$ cat config.mk
export PLATFORM = sky130hd
export DESIGN_NAME = duhssp_top
export DESIGN_NICKNAME = d
export VERILOG_FILES = /design/src/hdl/duhssp_pkg.sv /design/src/hdl/duhssp_top.sv
export SDC_FILE = /design/constraint.sdc
export NUM_CORES = 1
export LEC_CHECK = 0
export ABC_CLOCK_PERIOD_IN_PS = 8200
export BUFFER_PORTS_ARGS = -buffer_cell sky130_fd_sc_hd__buf_4
export CAP_MARGIN = 20
export CORE_UTILIZATION = 40
export DETAILED_ROUTE_END_ITERATION = 10
export PLACE_DENSITY = 0.67
export SLEW_MARGIN = 5
export SYNTH_ARGS = -nofsm -noshare
export SYNTH_HDL_FRONTEND = slang
export SYNTH_SLANG_ARGS = --single-unit
$ cat constraint.sdc
create_clock -name clk -period 8.2 [get_ports clk]
set_clock_uncertainty 0.15 [all_clocks]
set_input_delay 1.64 -clock clk [delete_from_list [all_inputs] [get_ports clk]]
set_output_delay 1.64 -clock clk [all_outputs]
set_load 0.1 [all_outputs]
$ cat src/hdl/duhssp_pkg.sv
/*
 package of the dual uart host select and status block: register offsets,
 field positions, reset values and timing counts.
 assumes nothing of its surroundings; imported by duhssp_top.
*/
package duhssp_pkg;
   // register offsets on the three host address lines
   localparam logic [2:0] OFS_DIV_LOW   = 3'h0;
   localparam logic [2:0] OFS_DIV_HIGH  = 3'h1;
   localparam logic [2:0] OFS_FIFO_CTL  = 3'h2;
   localparam logic [2:0] OFS_DIV_FRAC  = 3'h3;
   localparam logic [2:0] OFS_FEAT_CTL  = 3'h4;
   localparam logic [2:0] OFS_LINE_STAT = 3'h5;
   localparam logic [2:0] OFS_RX_TRIG   = 3'h6;
   localparam logic [2:0] OFS_TX_TRIG   = 3'h7;

   // field positions
   localparam int FCR_FIFO_EN_BIT   = 0;
   localparam int FCR_BLOCK_BIT     = 3;
   localparam int FEATURE_CONTROL_REG_HALF_DUP_BIT = 3;
   localparam int LSR_DATA_RDY_BIT  = 0;
   localparam int LSR_TX_ROOM_BIT   = 5;
   localparam int LSR_TX_EMPTY_BIT  = 6;
   localparam int DIV_FRAC_BITS     = 4;

   // reset values
   localparam logic [7:0] RST_DIV_LOW  = 8'h01;
   localparam logic [7:0] RST_DIV_HIGH = 8'h00;
   localparam logic [7:0] RST_DIV_FRAC = 8'h00;
   localparam logic [7:0] RST_FIFO_CTL = 8'h00;
   localparam logic [7:0] RST_FEAT_CTL = 8'h00;
   localparam logic [7:0] RST_RX_TRIG  = 8'h08;
   localparam logic [7:0] RST_TX_TRIG  = 8'h08;
   localparam logic [7:0] DIV_ZERO     = 8'h00;

   // timing
   localparam int CLK_PERIOD_NS   = 8;
   localparam int RESET_MIN_NS    = 40;
   localparam int RESET_MIN_CYC   = (RESET_MIN_NS + CLK_PERIOD_NS - 1) / CLK_PERIOD_NS;

   localparam int NUM_CHAN        = 2;
endpackage : duhssp_pkg

$ cat src/hdl/duhssp_top.sv
/*
 host select and status glue of a dual uart: channel decode in two bus styles,
 per-channel control registers, ready and interrupt pins, id readback.
 assumes host strobes are synchronous to clk; fifo levels, receive time-out
 and shift register state come in from the channel cores.
*/
// How it works
// RULE_01 - reset returns registers and outputs to defaults
// RULE_02 - zero divisors: high reads id, low revision
// RULE_03 - separate selects pick a, b, both, none
// RULE_04 - host never reads with both channels selected
// RULE_05 - single select plus address bit picks channel
// RULE_06 - style pin chooses which decoding applies
// RULE_07 - block bit chooses single-character or block mode
// RULE_08 - no fifo: receive ready low while byte held
// RULE_09 - fifo, no block: receive ready low non-empty
// RULE_10 - block: receive ready falls at trigger, rises empty
// RULE_11 - fifo, no block: transmit ready low when empty
// RULE_12 - block: transmit ready low unless fifo full
// RULE_13 - no fifo: interrupt high when holding register empty
// RULE_14 - half duplex waits for whole transmitter empty
// RULE_15 - fifo: transmit interrupt high below trigger
// RULE_16 - no fifo: receive interrupt high while byte held
// RULE_17 - fifo: receive interrupt high above trigger
// RULE_18 - host access needs no baud oscillator clock
// RULE_19 - line status bits 5, 6 show room, empty
// RULE_20 - half duplex off after reset, bit or pin
// RULE_21 - id reads leave divisor registers untouched
`timescale 1ns/1ps
module duhssp_top #(
   parameter int         FIFO_DEPTH = 64,
   parameter int         CW         = $clog2(FIFO_DEPTH + 1),
   parameter logic [7:0] DEVICE_ID  = 8'h5c,   // arbitrary value
   parameter logic [7:0] REVISION   = 8'h03    // arbitrary value
) (
   input  wire logic                 clk,
   input  wire logic                 rst,
   input  wire logic                 bus_style,
   input  wire logic                 select_chan_a_n,
   input  wire logic                 select_chan_b_n,
   input  wire logic                 channel_address_bit,
   input  wire logic                 read_strobe_n,
   input  wire logic                 write_strobe_n,
   input  wire logic                 read_not_write,
   input  wire logic [2:0]           reg_addr,
   input  wire logic [7:0]           write_data,
   input  wire logic                 half_duplex_enable_n,
   input  wire logic [1:0][CW-1:0]   rx_count,
   input  wire logic [1:0][CW-1:0]   tx_count,
   input  wire logic [1:0]           rx_timeout,
   input  wire logic [1:0]           tx_shift_empty,
   output logic      [7:0]           read_data,
   output logic                      read_data_oe,
   output logic      [1:0]           rx_ready_n,
   output logic      [1:0]           tx_ready_n,
   output logic                      irq_out_chan_a,
   output logic                      irq_out_chan_b,
   output logic      [1:0]           half_duplex_active
);
   import duhssp_pkg::*;

   localparam logic [CW-1:0] CNT_ZERO = '0;
   localparam logic [CW-1:0] CNT_FULL = CW'(FIFO_DEPTH);

   // channel decode; the shared pin serves as the single select in that style
   function automatic logic [1:0] chan_sel(input logic style, input logic sa_n,
                                          input logic sb_n, input logic adr);
      logic [1:0] s;
      s = 2'b00;
      if (style) begin
         s = {~sb_n, ~sa_n};                                       // RULE_03
      end else if (!sa_n) begin
         s = adr ? 2'b10 : 2'b01;                                  // RULE_05
      end
      return s;
   endfunction : chan_sel

   logic [1:0] sel;
   logic       acc_on;
   logic       acc_rd;
   logic       acc_prev_r;
   logic       acc_start;

   // the baud oscillator plays no part here, so registers work with it stopped
   always_comb begin                                               // RULE_18
      sel    = chan_sel(bus_style, select_chan_a_n, select_chan_b_n,
                        channel_address_bit);                      // RULE_06
      if (bus_style) begin
         acc_on = (!read_strobe_n || !write_strobe_n) && (sel != 2'b00);
         acc_rd = !read_strobe_n;
      end else begin
         acc_on = sel != 2'b00;
         acc_rd = read_not_write;
      end
   end

   // a write is taken once, on the first cycle of a held strobe
   always_ff @(posedge clk or posedge rst) begin
      if (rst) begin
         acc_prev_r <= 1'b0;
      end else begin
         acc_prev_r <= acc_on;
      end
   end
   assign acc_start = acc_on && !acc_prev_r;

   logic [1:0][7:0] dll_w, dlm_w, dld_w, fcr_w, feature_control_reg_w, lsr_w, rtrg_w, ttrg_w;
   logic [1:0]      irq_w;

   genvar g;
   generate
      for (g = 0; g < NUM_CHAN; g++) begin : g_ch
         logic [7:0] dll_r, dlm_r, dld_r, fcr_r, feature_control_reg_r, rtrg_r, ttrg_r;
         logic       rx_rdy_n_r, tx_rdy_n_r, hd_r;
         logic       fifo_en, blk, hd, wr;
         logic       rx_has, tx_empty, all_empty, tx_int, rx_int;
         logic [CW-1:0] rtrg, ttrg;

         assign wr       = acc_start && !acc_rd && sel[g];
         assign fifo_en  = fcr_r[FCR_FIFO_EN_BIT];
         assign blk      = fifo_en && fcr_r[FCR_BLOCK_BIT];           // RULE_07
         assign hd       = feature_control_reg_r[FEATURE_CONTROL_REG_HALF_DUP_BIT] || !half_duplex_enable_n; // RULE_20
         assign rx_has   = rx_count[g] != CNT_ZERO;
         assign tx_empty = tx_count[g] == CNT_ZERO;
         assign all_empty = tx_empty && tx_shift_empty[g];
         assign rtrg     = rtrg_r[CW-1:0];
         assign ttrg     = ttrg_r[CW-1:0];

         // register writes; with both separate selects low one write hits both channels at once
         always_ff @(posedge clk or posedge rst) begin
            if (rst) begin                                            // RULE_01
               dll_r  <= RST_DIV_LOW;
               dlm_r  <= RST_DIV_HIGH;
               dld_r  <= RST_DIV_FRAC;
               fcr_r  <= RST_FIFO_CTL;
               feature_control_reg_r <= RST_FEAT_CTL;                                // RULE_20
               rtrg_r <= RST_RX_TRIG;
               ttrg_r <= RST_TX_TRIG;
            end else if (wr) begin
               case (reg_addr)
                  OFS_DIV_LOW:  dll_r  <= write_data;
                  OFS_DIV_HIGH: dlm_r  <= write_data;
                  OFS_FIFO_CTL: fcr_r  <= write_data;
                  OFS_DIV_FRAC: dld_r  <= {4'h0, write_data[DIV_FRAC_BITS-1:0]};
                  OFS_FEAT_CTL: feature_control_reg_r <= write_data;
                  OFS_RX_TRIG:  rtrg_r <= write_data;
                  OFS_TX_TRIG:  ttrg_r <= write_data;
                  default:      ;
               endcase
            end
         end

         // receive ready
         always_ff @(posedge clk or posedge rst) begin
            if (rst) begin
               rx_rdy_n_r <= 1'b1;                                    // RULE_01
            end else if (!blk) begin
               rx_rdy_n_r <= !rx_has;                                 // RULE_08 RULE_09
            end else if (rx_count[g] >= rtrg || rx_timeout[g]) begin
               rx_rdy_n_r <= 1'b0;                                    // RULE_10
            end else if (!rx_has) begin
               rx_rdy_n_r <= 1'b1;                                    // RULE_10
            end
         end

         // transmit ready; with no fifo it mirrors the holding register
         always_ff @(posedge clk or posedge rst) begin
            if (rst) begin
               tx_rdy_n_r <= 1'b0;
            end else if (blk) begin
               tx_rdy_n_r <= tx_count[g] >= CNT_FULL;                 // RULE_12
            end else begin
               tx_rdy_n_r <= !tx_empty;                               // RULE_11
            end
         end

         always_comb begin
            if (!fifo_en) begin
               tx_int = hd ? all_empty : tx_empty;                    // RULE_13 RULE_14
               rx_int = rx_has;                                       // RULE_16
            end else begin
               tx_int = hd ? ((!tx_empty && tx_count[g] < ttrg) || all_empty)
                           : (tx_count[g] < ttrg);                    // RULE_15 RULE_14
               rx_int = rx_count[g] > rtrg;                           // RULE_17
            end
         end

         always_ff @(posedge clk or posedge rst) begin
            if (rst) begin
               hd_r <= 1'b0;
            end else begin
               hd_r <= hd;
            end
         end

         assign irq_w[g]  = tx_int || rx_int;
         assign dll_w[g]  = dll_r;
         assign dlm_w[g]  = dlm_r;
         assign dld_w[g]  = dld_r;
         assign fcr_w[g]  = fcr_r;
         assign feature_control_reg_w[g] = feature_control_reg_r;
         assign rtrg_w[g] = rtrg_r;
         assign ttrg_w[g] = ttrg_r;
         assign rx_ready_n[g]         = rx_rdy_n_r;
         assign tx_ready_n[g]         = tx_rdy_n_r;
         assign half_duplex_active[g] = hd_r;

         // line status: room and completely empty
         always_comb begin
            lsr_w[g] = 8'h00;
            lsr_w[g][LSR_DATA_RDY_BIT] = rx_has;
            lsr_w[g][LSR_TX_ROOM_BIT]  = fifo_en ? (tx_count[g] < CNT_FULL)
                                                 : tx_empty;          // RULE_19
            lsr_w[g][LSR_TX_EMPTY_BIT] = all_empty;                   // RULE_19
         end
      end
   endgenerate

   // read mux is pure selection, so id reads change no stored divisor
   logic       rch;
   logic [7:0] rmux;
   always_comb begin                                                  // RULE_21
      rch  = !sel[0];                                                 // RULE_04
      case (reg_addr)
         OFS_DIV_LOW:   rmux = (dll_w[rch] == DIV_ZERO && dlm_w[rch] == DIV_ZERO)
                               ? REVISION : dll_w[rch];               // RULE_02
         OFS_DIV_HIGH:  rmux = (dll_w[rch] == DIV_ZERO && dlm_w[rch] == DIV_ZERO)
                               ? DEVICE_ID : dlm_w[rch];              // RULE_02
         OFS_FIFO_CTL:  rmux = fcr_w[rch];
         OFS_DIV_FRAC:  rmux = dld_w[rch];
         OFS_FEAT_CTL:  rmux = feature_control_reg_w[rch];
         OFS_LINE_STAT: rmux = lsr_w[rch];
         OFS_RX_TRIG:   rmux = rtrg_w[rch];
         OFS_TX_TRIG:   rmux = ttrg_w[rch];
         default:       rmux = 8'h00;
      endcase
   end

   always_ff @(posedge clk or posedge rst) begin
      if (rst) begin
         read_data    <= 8'h00;
         read_data_oe <= 1'b0;
      end else begin
         read_data    <= (acc_on && acc_rd) ? rmux : 8'h00;
         read_data_oe <= acc_on && acc_rd;
      end
   end

   always_ff @(posedge clk or posedge rst) begin
      if (rst) begin
         irq_out_chan_a <= 1'b0;
         irq_out_chan_b <= 1'b0;
      end else begin
         irq_out_chan_a <= irq_w[0];
         irq_out_chan_b <= irq_w[1];
      end
   end
endmodule : duhssp_top

# After elaboration in Yosys (flattened, before gate mapping)
# Cells that the tools add are included.
dict set report classes {
  order_cmp 11
  n_eq_ne 9
  muxes 43
  bitwise_logic 2
  reduce_logical 54
}
# op count
set op_table {}
lappend op_table {{8-bit 2-to-1 mux} 17}
lappend op_table {{8-bit case mux with 8 select lines} 1}
lappend op_table {{2-bit AND reduction} 14}
lappend op_table {{1-bit 2-to-1 mux} 20}
lappend op_table {{8-bit zero test} 2}
lappend op_table {{7-bit >= comparator} 2}
lappend op_table {{7-bit >= comparator, second input constant} 2}
lappend op_table {{7-bit > comparator} 2}
lappend op_table {{7-bit zero test} 2}
lappend op_table {{7-bit < comparator} 2}
lappend op_table {{7-bit < comparator, second input constant} 2}
lappend op_table {{7-bit nonzero test} 2}
lappend op_table {{1-bit logical AND} 13}
lappend op_table {{3-bit == test, second input constant} 4}
lappend op_table {{1-bit zero test} 10}
lappend op_table {{1-bit logical OR} 9}
lappend op_table {{7-bit 2-to-1 mux} 1}
lappend op_table {{3-bit by 2-bit == test with 1-bit output, second input constant} 2}
lappend op_table {{2-bit 2-to-1 mux} 3}
lappend op_table {{3-bit by 2-bit != test with 1-bit output, second input constant} 2}
lappend op_table {{4-bit 2-to-1 mux} 1}
lappend op_table {{3-bit by 1-bit == test with 1-bit output, second input constant} 1}
lappend op_table {{3-bit zero test} 1}
lappend op_table {{1-bit by 2-bit < comparator with 1-bit output, second input constant} 1}
lappend op_table {{other kinds (2)} 3}
dict set report word_totals {
  ff_bits 122
  in_bits 53
  output_inout_bits 17
  wordCells 144
}

# Depth between registers and ports, before layout
dict set report depth {
  ltp_word 11
  ltp_mapped 8
}

# Least setup slack after synthesis
# OpenSTA, ideal clock, no wires.
dict set report synth_path {
  path_kind {input -> register}
  from {in read_strobe_n}
  to {reg g_ch[1].feature_control_reg_r[0]}
  arrival_time_ps 3096
  required_ps 7925
  slack_ps 4830
  path_stages 5
  n_path_buf 0
  cell_sequence {and2b_2 -> a211o_2 -> a211oi_4 -> nand3_2 -> mux2_2}
}
dict set report synth_between {
  elab_chain_len 8
}
# element line_no
set synth_lines {}
lappend synth_lines {{start: declaration} duhssp_top.sv:42} ;# input wire logic read_strobe_n,
lappend synth_lines {{1-bit zero test (*)} {duhssp_top.sv:89, duhssp_top.sv:90}}
lappend synth_lines {{1-bit logical OR} duhssp_top.sv:89} ;# acc_on = (!read_strobe_n || !write_strobe_n) && (sel != 2'b00);
lappend synth_lines {{1-bit logical AND} duhssp_top.sv:89}
lappend synth_lines {{1-bit 2-to-1 mux} duhssp_top.sv:88} ;# if (bus_style) begin
lappend synth_lines {{1-bit logical AND} duhssp_top.sv:105} ;# assign acc_start = acc_on && !acc_prev_r;
lappend synth_lines {{1-bit logical AND (*) (2 in series)} duhssp_top.sv:119} ;# assign wr = acc_start && !acc_rd && sel[g];
lappend synth_lines {{2-bit AND reduction (no line) (*)} --}
lappend synth_lines {{end signal: assignment} duhssp_top.sv:145} ;# OFS_FEAT_CTL: feature_control_reg_r <= write_data;
lappend synth_lines {{end: declaration} duhssp_top.sv:113} ;# logic [7:0] dll_r, dlm_r, dld_r, fcr_r, feature_control_reg_r, rtrg_r, ttrg_r;
# Every way passes the cells marked *; elsewhere a longest branch is shown, timed or not.
# A chain may end at the register's enable or synchronous reset.

# Worst setup path in the final report
dict set report layout_path {
  from {in bus_style}
  to {reg g_ch[0].feature_control_reg_r[3]}
}
dict set report layout_between {
  elab_chain_len 8
}
# element line_no
set layout_lines {}
lappend layout_lines {{start: declaration} duhssp_top.sv:38} ;# input wire logic bus_style,
lappend layout_lines {{2-bit 2-to-1 mux} duhssp_top.sv:70} ;# if (style) begin
lappend layout_lines {{2-bit nonzero test} {duhssp_top.sv:89, duhssp_top.sv:92}}
lappend layout_lines {{1-bit logical AND} duhssp_top.sv:89}
lappend layout_lines {{1-bit 2-to-1 mux} duhssp_top.sv:88}
lappend layout_lines {{1-bit logical AND} duhssp_top.sv:105}
lappend layout_lines {{1-bit logical AND} duhssp_top.sv:119}
lappend layout_lines {{1-bit logical AND (*)} duhssp_top.sv:119}
lappend layout_lines {{2-bit AND reduction (no line) (*)} --}
lappend layout_lines {{end signal: assignment} duhssp_top.sv:145}
lappend layout_lines {{end: declaration} duhssp_top.sv:113}
# Marks and branches as above.

==> tab_implementation.tex <==
\begin{tabular}{lr}
\hline
Metric & Value \\
\hline
\multicolumn{2}{l}{\textbf{Run status}} \\
Outcome & finished clean \\
\multicolumn{2}{l}{\textbf{Floorplan}} \\
Floorplan row count & 46 \\
Die Outline Area & 0.0170 mm2 \\
Die width & 130 um \\
Core Box Area & 0.0160 mm2 \\
Ports placed on the boundary & 70 \\
Height of the die & 130 um \\
Starting Density & 0.411 \\
\multicolumn{2}{l}{\textbf{Yosys}} \\
Compound-gate portion of the synthesized area & 0.119 \\
Most used DFF post-synth & sky130\_fd\_sc\_hd\_\_dfrtp\_1 \\
Post-synth top area cell & sky130\_fd\_sc\_hd\_\_dfrtp\_1 \\
Synth top area cells & sky130\_fd\_sc\_hd\_\_dfrtp\_1 43\%, sky130\_fd\_sc\_hd\_\_mux2\_2 19\%, sky130\_fd\_sc\_hd\_\_ha\_1 4.9\%, sky130\_fd\_sc\_hd\_\_dfstp\_2 3.2\%, sky130\_fd\_sc\_hd\_\_inv\_1 2.1\% \\
Top cell types by occurrence after synthesis & 114 x sky130\_fd\_sc\_hd\_\_dfrtp\_1, 110 x sky130\_fd\_sc\_hd\_\_mux2\_2, 36 x sky130\_fd\_sc\_hd\_\_inv\_1 \\
Simple-gate share of the synthesized area & 0.115 \\
Instance count of the mapped netlist & 588 \\
Syn Nets & 667 \\
Portion of the post-synthesis area used by sequential elements & 0.465 \\
Flip-flop and latch count after synthesis & 122 \\
Proportion of synthesized area in mux cells & 0.207 \\
Combinational family with the most area after synthesis & multiplexers \\
Syn avg cell area & 11.2 um2 \\
Count of flip-flops with a built-in enable after synthesis & 0 \\
Adder-cell share of the synthesized area & 0.0494 \\
Proportion of register bits with asynchronous set or reset after synthesis & 1.00 \\
Library cell with the highest instance count after synthesis & sky130\_fd\_sc\_hd\_\_dfrtp\_1 \\
Post-synth design cell area & 0.00658 mm2 \\
Portion of synthesized cell area occupied by the leading cell type & 0.433 \\
Parity-gate share of the synthesized area counting xor and xnor cells & 0 \\
Count of cell types in the netlist & 66 \\
Yosys synthesis warning count & 0 \\
\multicolumn{2}{l}{\textbf{Final layout}} \\
Area Overhead vs Synth & 19.7\% \\
Net count reported at finish & 724 \\
Antenna cells & 0 \\
Non-filler instance count after layout & 874 \\
Number of inserted filler cells in the final layout & 1443 \\
Fraction of final layout cells sized beyond drive strength 1 & 0.368 \\
\multicolumn{2}{l}{\textbf{Placement}} \\
DPL Wire Length & 13.4 mm \\
Routability congestion estimate & 0.896 \\
Number of input and output port buffers inserted & 69 \\
Dpl cells & 841 \\
\multicolumn{2}{l}{\textbf{Worst setup path}} \\
Critical path cell sequence & buf\_4 -> nand2b\_1 -> nand2\_1 -> nor3\_4 -> nand3\_2 -> mux2\_2 \\
Delay of the slowest cell on the worst path & 700 ps \\
Endpoint required time on the critical path & 8350 ps \\
Critical path class & input pin to register \\
Endpoint class of the critical path & register \\
Crit path arrival time & 4310 ps \\
Cell at the slowest stage of the critical path & sky130\_fd\_sc\_hd\_\_nand2\_1 \\
Type of origin of the critical path & input pin \\
FF-to-FF path depth & 4 \\
Crit Path Max Fanout & 20 \\
\multicolumn{2}{l}{\textbf{Detailed routing}} \\
Remaining antenna violation count after routing & 0 \\
Overall via count from detail\_route & 5282 \\
Wire length per cell & 21.6 um \\
Number of iterations in the first detailed-routing pass & 5 \\
Vias per cell & 6.04 \\
DRC violations left & 0 \\
Drt initial violations & 528 \\
Post-detailed-routing wire length & 18.9 mm \\
\multicolumn{2}{l}{\textbf{Power}} \\
Highest ir drop seen on vdd & 162 uV \\
Cell internal pwr & 1370 uW \\
Clock share of power & 0.410 \\
Proportion of power drawn by combinational gates & 0.188 \\
Part of the total power dissipated in sequential elements & 0.402 \\
Leakage component of the power & 0.00354 uW \\
Sw Pwr & 550 uW \\
Switching part of the total & 0.287 \\
Power per unit of standard cell area & 243 mW/mm2 \\
\multicolumn{2}{l}{\textbf{Clock tree}} \\
Maximum count of clock buffers along a single path & 2 \\
Number of gates resized after cts & 0 \\
CTS Hold Buffers Added & 0 \\
H-tree depth & 4 \\
Clock tree root buffer cell & sky130\_fd\_sc\_hd\_\_clkbuf\_16 \\
Clock latency of the later-clocked register in the worst-skew pair & 420 ps \\
Post-CTS clock slew at the launch and capture registers of the worst setup and hold paths & 50 ps \\
CTS tree & done \\
CTS buffer count & 17 \\
Post CTS Setup Buffer Count & 0 \\
Clock sink count & 122 \\
\multicolumn{2}{l}{\textbf{Hold path}} \\
Hold path depth & 1 \\
Worst hold-check path type & register to register \\
\multicolumn{2}{l}{\textbf{Timing}} \\
Actual transition at the worst max-transition pin & 1060 ps \\
Minimum clock period & 4160 ps \\
Achievable frequency & 241 MHz \\
Worst-case headroom to the max-slew limit & 0.286 \\
Pins Over Slew Limit & 0 \\
Setup repair after global routing missed its margin & no \\
Hold violation total from the final report & 0 \\
Final Setup Violations & 0 \\
Setup TNS Final & 0 ps \\
Share of the clock period used by the worst path & 0.507 \\
\multicolumn{2}{l}{\textbf{GRT}} \\
Global-route wire length before repair & 29.6 mm \\
Largest net degree at the start of global routing & 92 \\
Number of antenna violations at the first check in global routing & 0 \\
Final global-route overflow total & 0 \\
Gr usage total & 0.238 \\
Vias in the first global route & 5362 \\
\multicolumn{2}{l}{\textbf{Flow run}} \\
Maximum Capacitance Violations & 0 \\
\hline
\end{tabular}
[worst max-delay path: cells and delay by family]
family        cells  cell delay [ps]
simple gates      4             2200
mux               1              350
buf+inv           1              110
[logic make-up after synthesis]
family                   Yosys count
AND/OR/NAND/NOR                  133
adder cells (fa/ha/maj)           26
AO/OA/AOI/OAI                    115
multiplexers                     121
flip-flops                       122
buffers and inverters             71
[routing by layer]
layer / global-route usage / up-vias / routed length (um)
li1: - / 2303 / -
met1: 0.316 / 2674 / 8300
met2: 0.374 / 259 / 8660
met3: 0.0525 / 46 / 1350
met4: 0.104 / 0 / 543
met5: 0 / - / 0
[final timing paths]
kind                            slack (ps)                                         start                                      endpoint
worst min-delay path                   350  g_ch[1].feature_control_reg_r[7]$_DFFE_PP0P_  g_ch[1].feature_control_reg_r[7]$_DFFE_PP0P_
min in group asynchronous             1070                                           rst                  g_ch[1].fcr_r[4]$_DFFE_PP0P_
max in group asynchronous             5730                                           rst                g_ch[1].rx_rdy_n_r$_DFFE_PP1P_
worst min register to register         350  g_ch[1].feature_control_reg_r[7]$_DFFE_PP0P_  g_ch[1].feature_control_reg_r[7]$_DFFE_PP0P_
worst max register to register        5880                          acc_prev_r$_DFF_PP0_  g_ch[1].feature_control_reg_r[6]$_DFFE_PP0P_
worst max-delay path                  4040                                     bus_style  g_ch[0].feature_control_reg_r[3]$_DFFE_PP0P_
[cell type report]
class / count / area (um2) / share of cell area
Sequential cell: 122 / 3060 / 0.389
Clock inverter: 11 / 169 / 0.0214
Timing Repair Buffer: 72 / 561 / 0.0711
Clock buffer: 21 / 450 / 0.0572
Tap cell: 216 / 270 / 0.0343
Multi-Input combinational cell: 395 / 3220 / 0.409
Inverter: 37 / 141 / 0.0179
[cell usage in the layout (no fill, tap or decap), types with 3 or more instances in the layout]
master / count
sky130_fd_sc_hd__clkbuf_16: 17
sky130_fd_sc_hd__inv_1: 35
sky130_fd_sc_hd__nor2b_1: 5
sky130_fd_sc_hd__nand2_1: 22
sky130_fd_sc_hd__a31oi_1: 12
sky130_fd_sc_hd__ha_1: 26
sky130_fd_sc_hd__dfstp_2: 8
sky130_fd_sc_hd__or4_1: 3
sky130_fd_sc_hd__bufinv_16: 4
sky130_fd_sc_hd__mux2i_1: 10
sky130_fd_sc_hd__o221ai_1: 3
sky130_fd_sc_hd__a21o_1: 4
sky130_fd_sc_hd__o22a_1: 4
sky130_fd_sc_hd__a211oi_1: 4
sky130_fd_sc_hd__o211ai_1: 3
sky130_fd_sc_hd__o21ai_0: 27
sky130_fd_sc_hd__nand2_2: 10
sky130_fd_sc_hd__dfrtp_1: 114
sky130_fd_sc_hd__nand2b_1: 11
sky130_fd_sc_hd__buf_4: 71
sky130_fd_sc_hd__and3_1: 5
sky130_fd_sc_hd__mux2_2: 110
sky130_fd_sc_hd__nor4_1: 14
sky130_fd_sc_hd__a21oi_1: 24
sky130_fd_sc_hd__clkbuf_1: 3
sky130_fd_sc_hd__nor3_1: 7
sky130_fd_sc_hd__a22oi_1: 5
sky130_fd_sc_hd__nand4_1: 7
sky130_fd_sc_hd__nand3_1: 24
sky130_fd_sc_hd__clkinvlp_4: 4
sky130_fd_sc_hd__nor2_1: 9
[state kept, by name (all words and copies together) (netlist names)]
signal and count:
acc_prev_r 1, g_ch.dld_r 8, g_ch.dll_r 16, g_ch.dlm_r 16, g_ch.fcr_r 16, g_ch.feature_control_reg_r 16, g_ch.hd_r 2, g_ch.rtrg_r 16
g_ch.rx_rdy_n_r 2, g_ch.ttrg_r 16, g_ch.tx_rdy_n_r 2, irq_out_chan_a 1, irq_out_chan_b 1, read_data 8, read_data_oe 1
[metrics by stage]
stage | setup slack, ps | util | cell area (um2) | hold WS (ps) | power (uW)
finish | 4040 | 0.492 | 7880 | 350 | 1920
global route | 3870 | 0.492 | 7880 | 365 | 1990
CTS | 4100 | 0.491 | 7850 | 354 | 1920
detailed placement | 3670 | 0.452 | 7230 | 338 | 1130
global placement | 3760 | 0.452 | 7230 | 330 | 1110
floorplan | 3180 | - | 6580 | 311 | 1010
[power groups by stage]
stage	Sequential, uW	Clock, uW	Combinational [uW]
CTS	767	796	356
floorplan	776	0	229
detailed placement	777	0	355
global placement	772	0	340
finish	770	786	360
global route	778	824	392
Note: power is estimated with default switching activity, not from simulation.
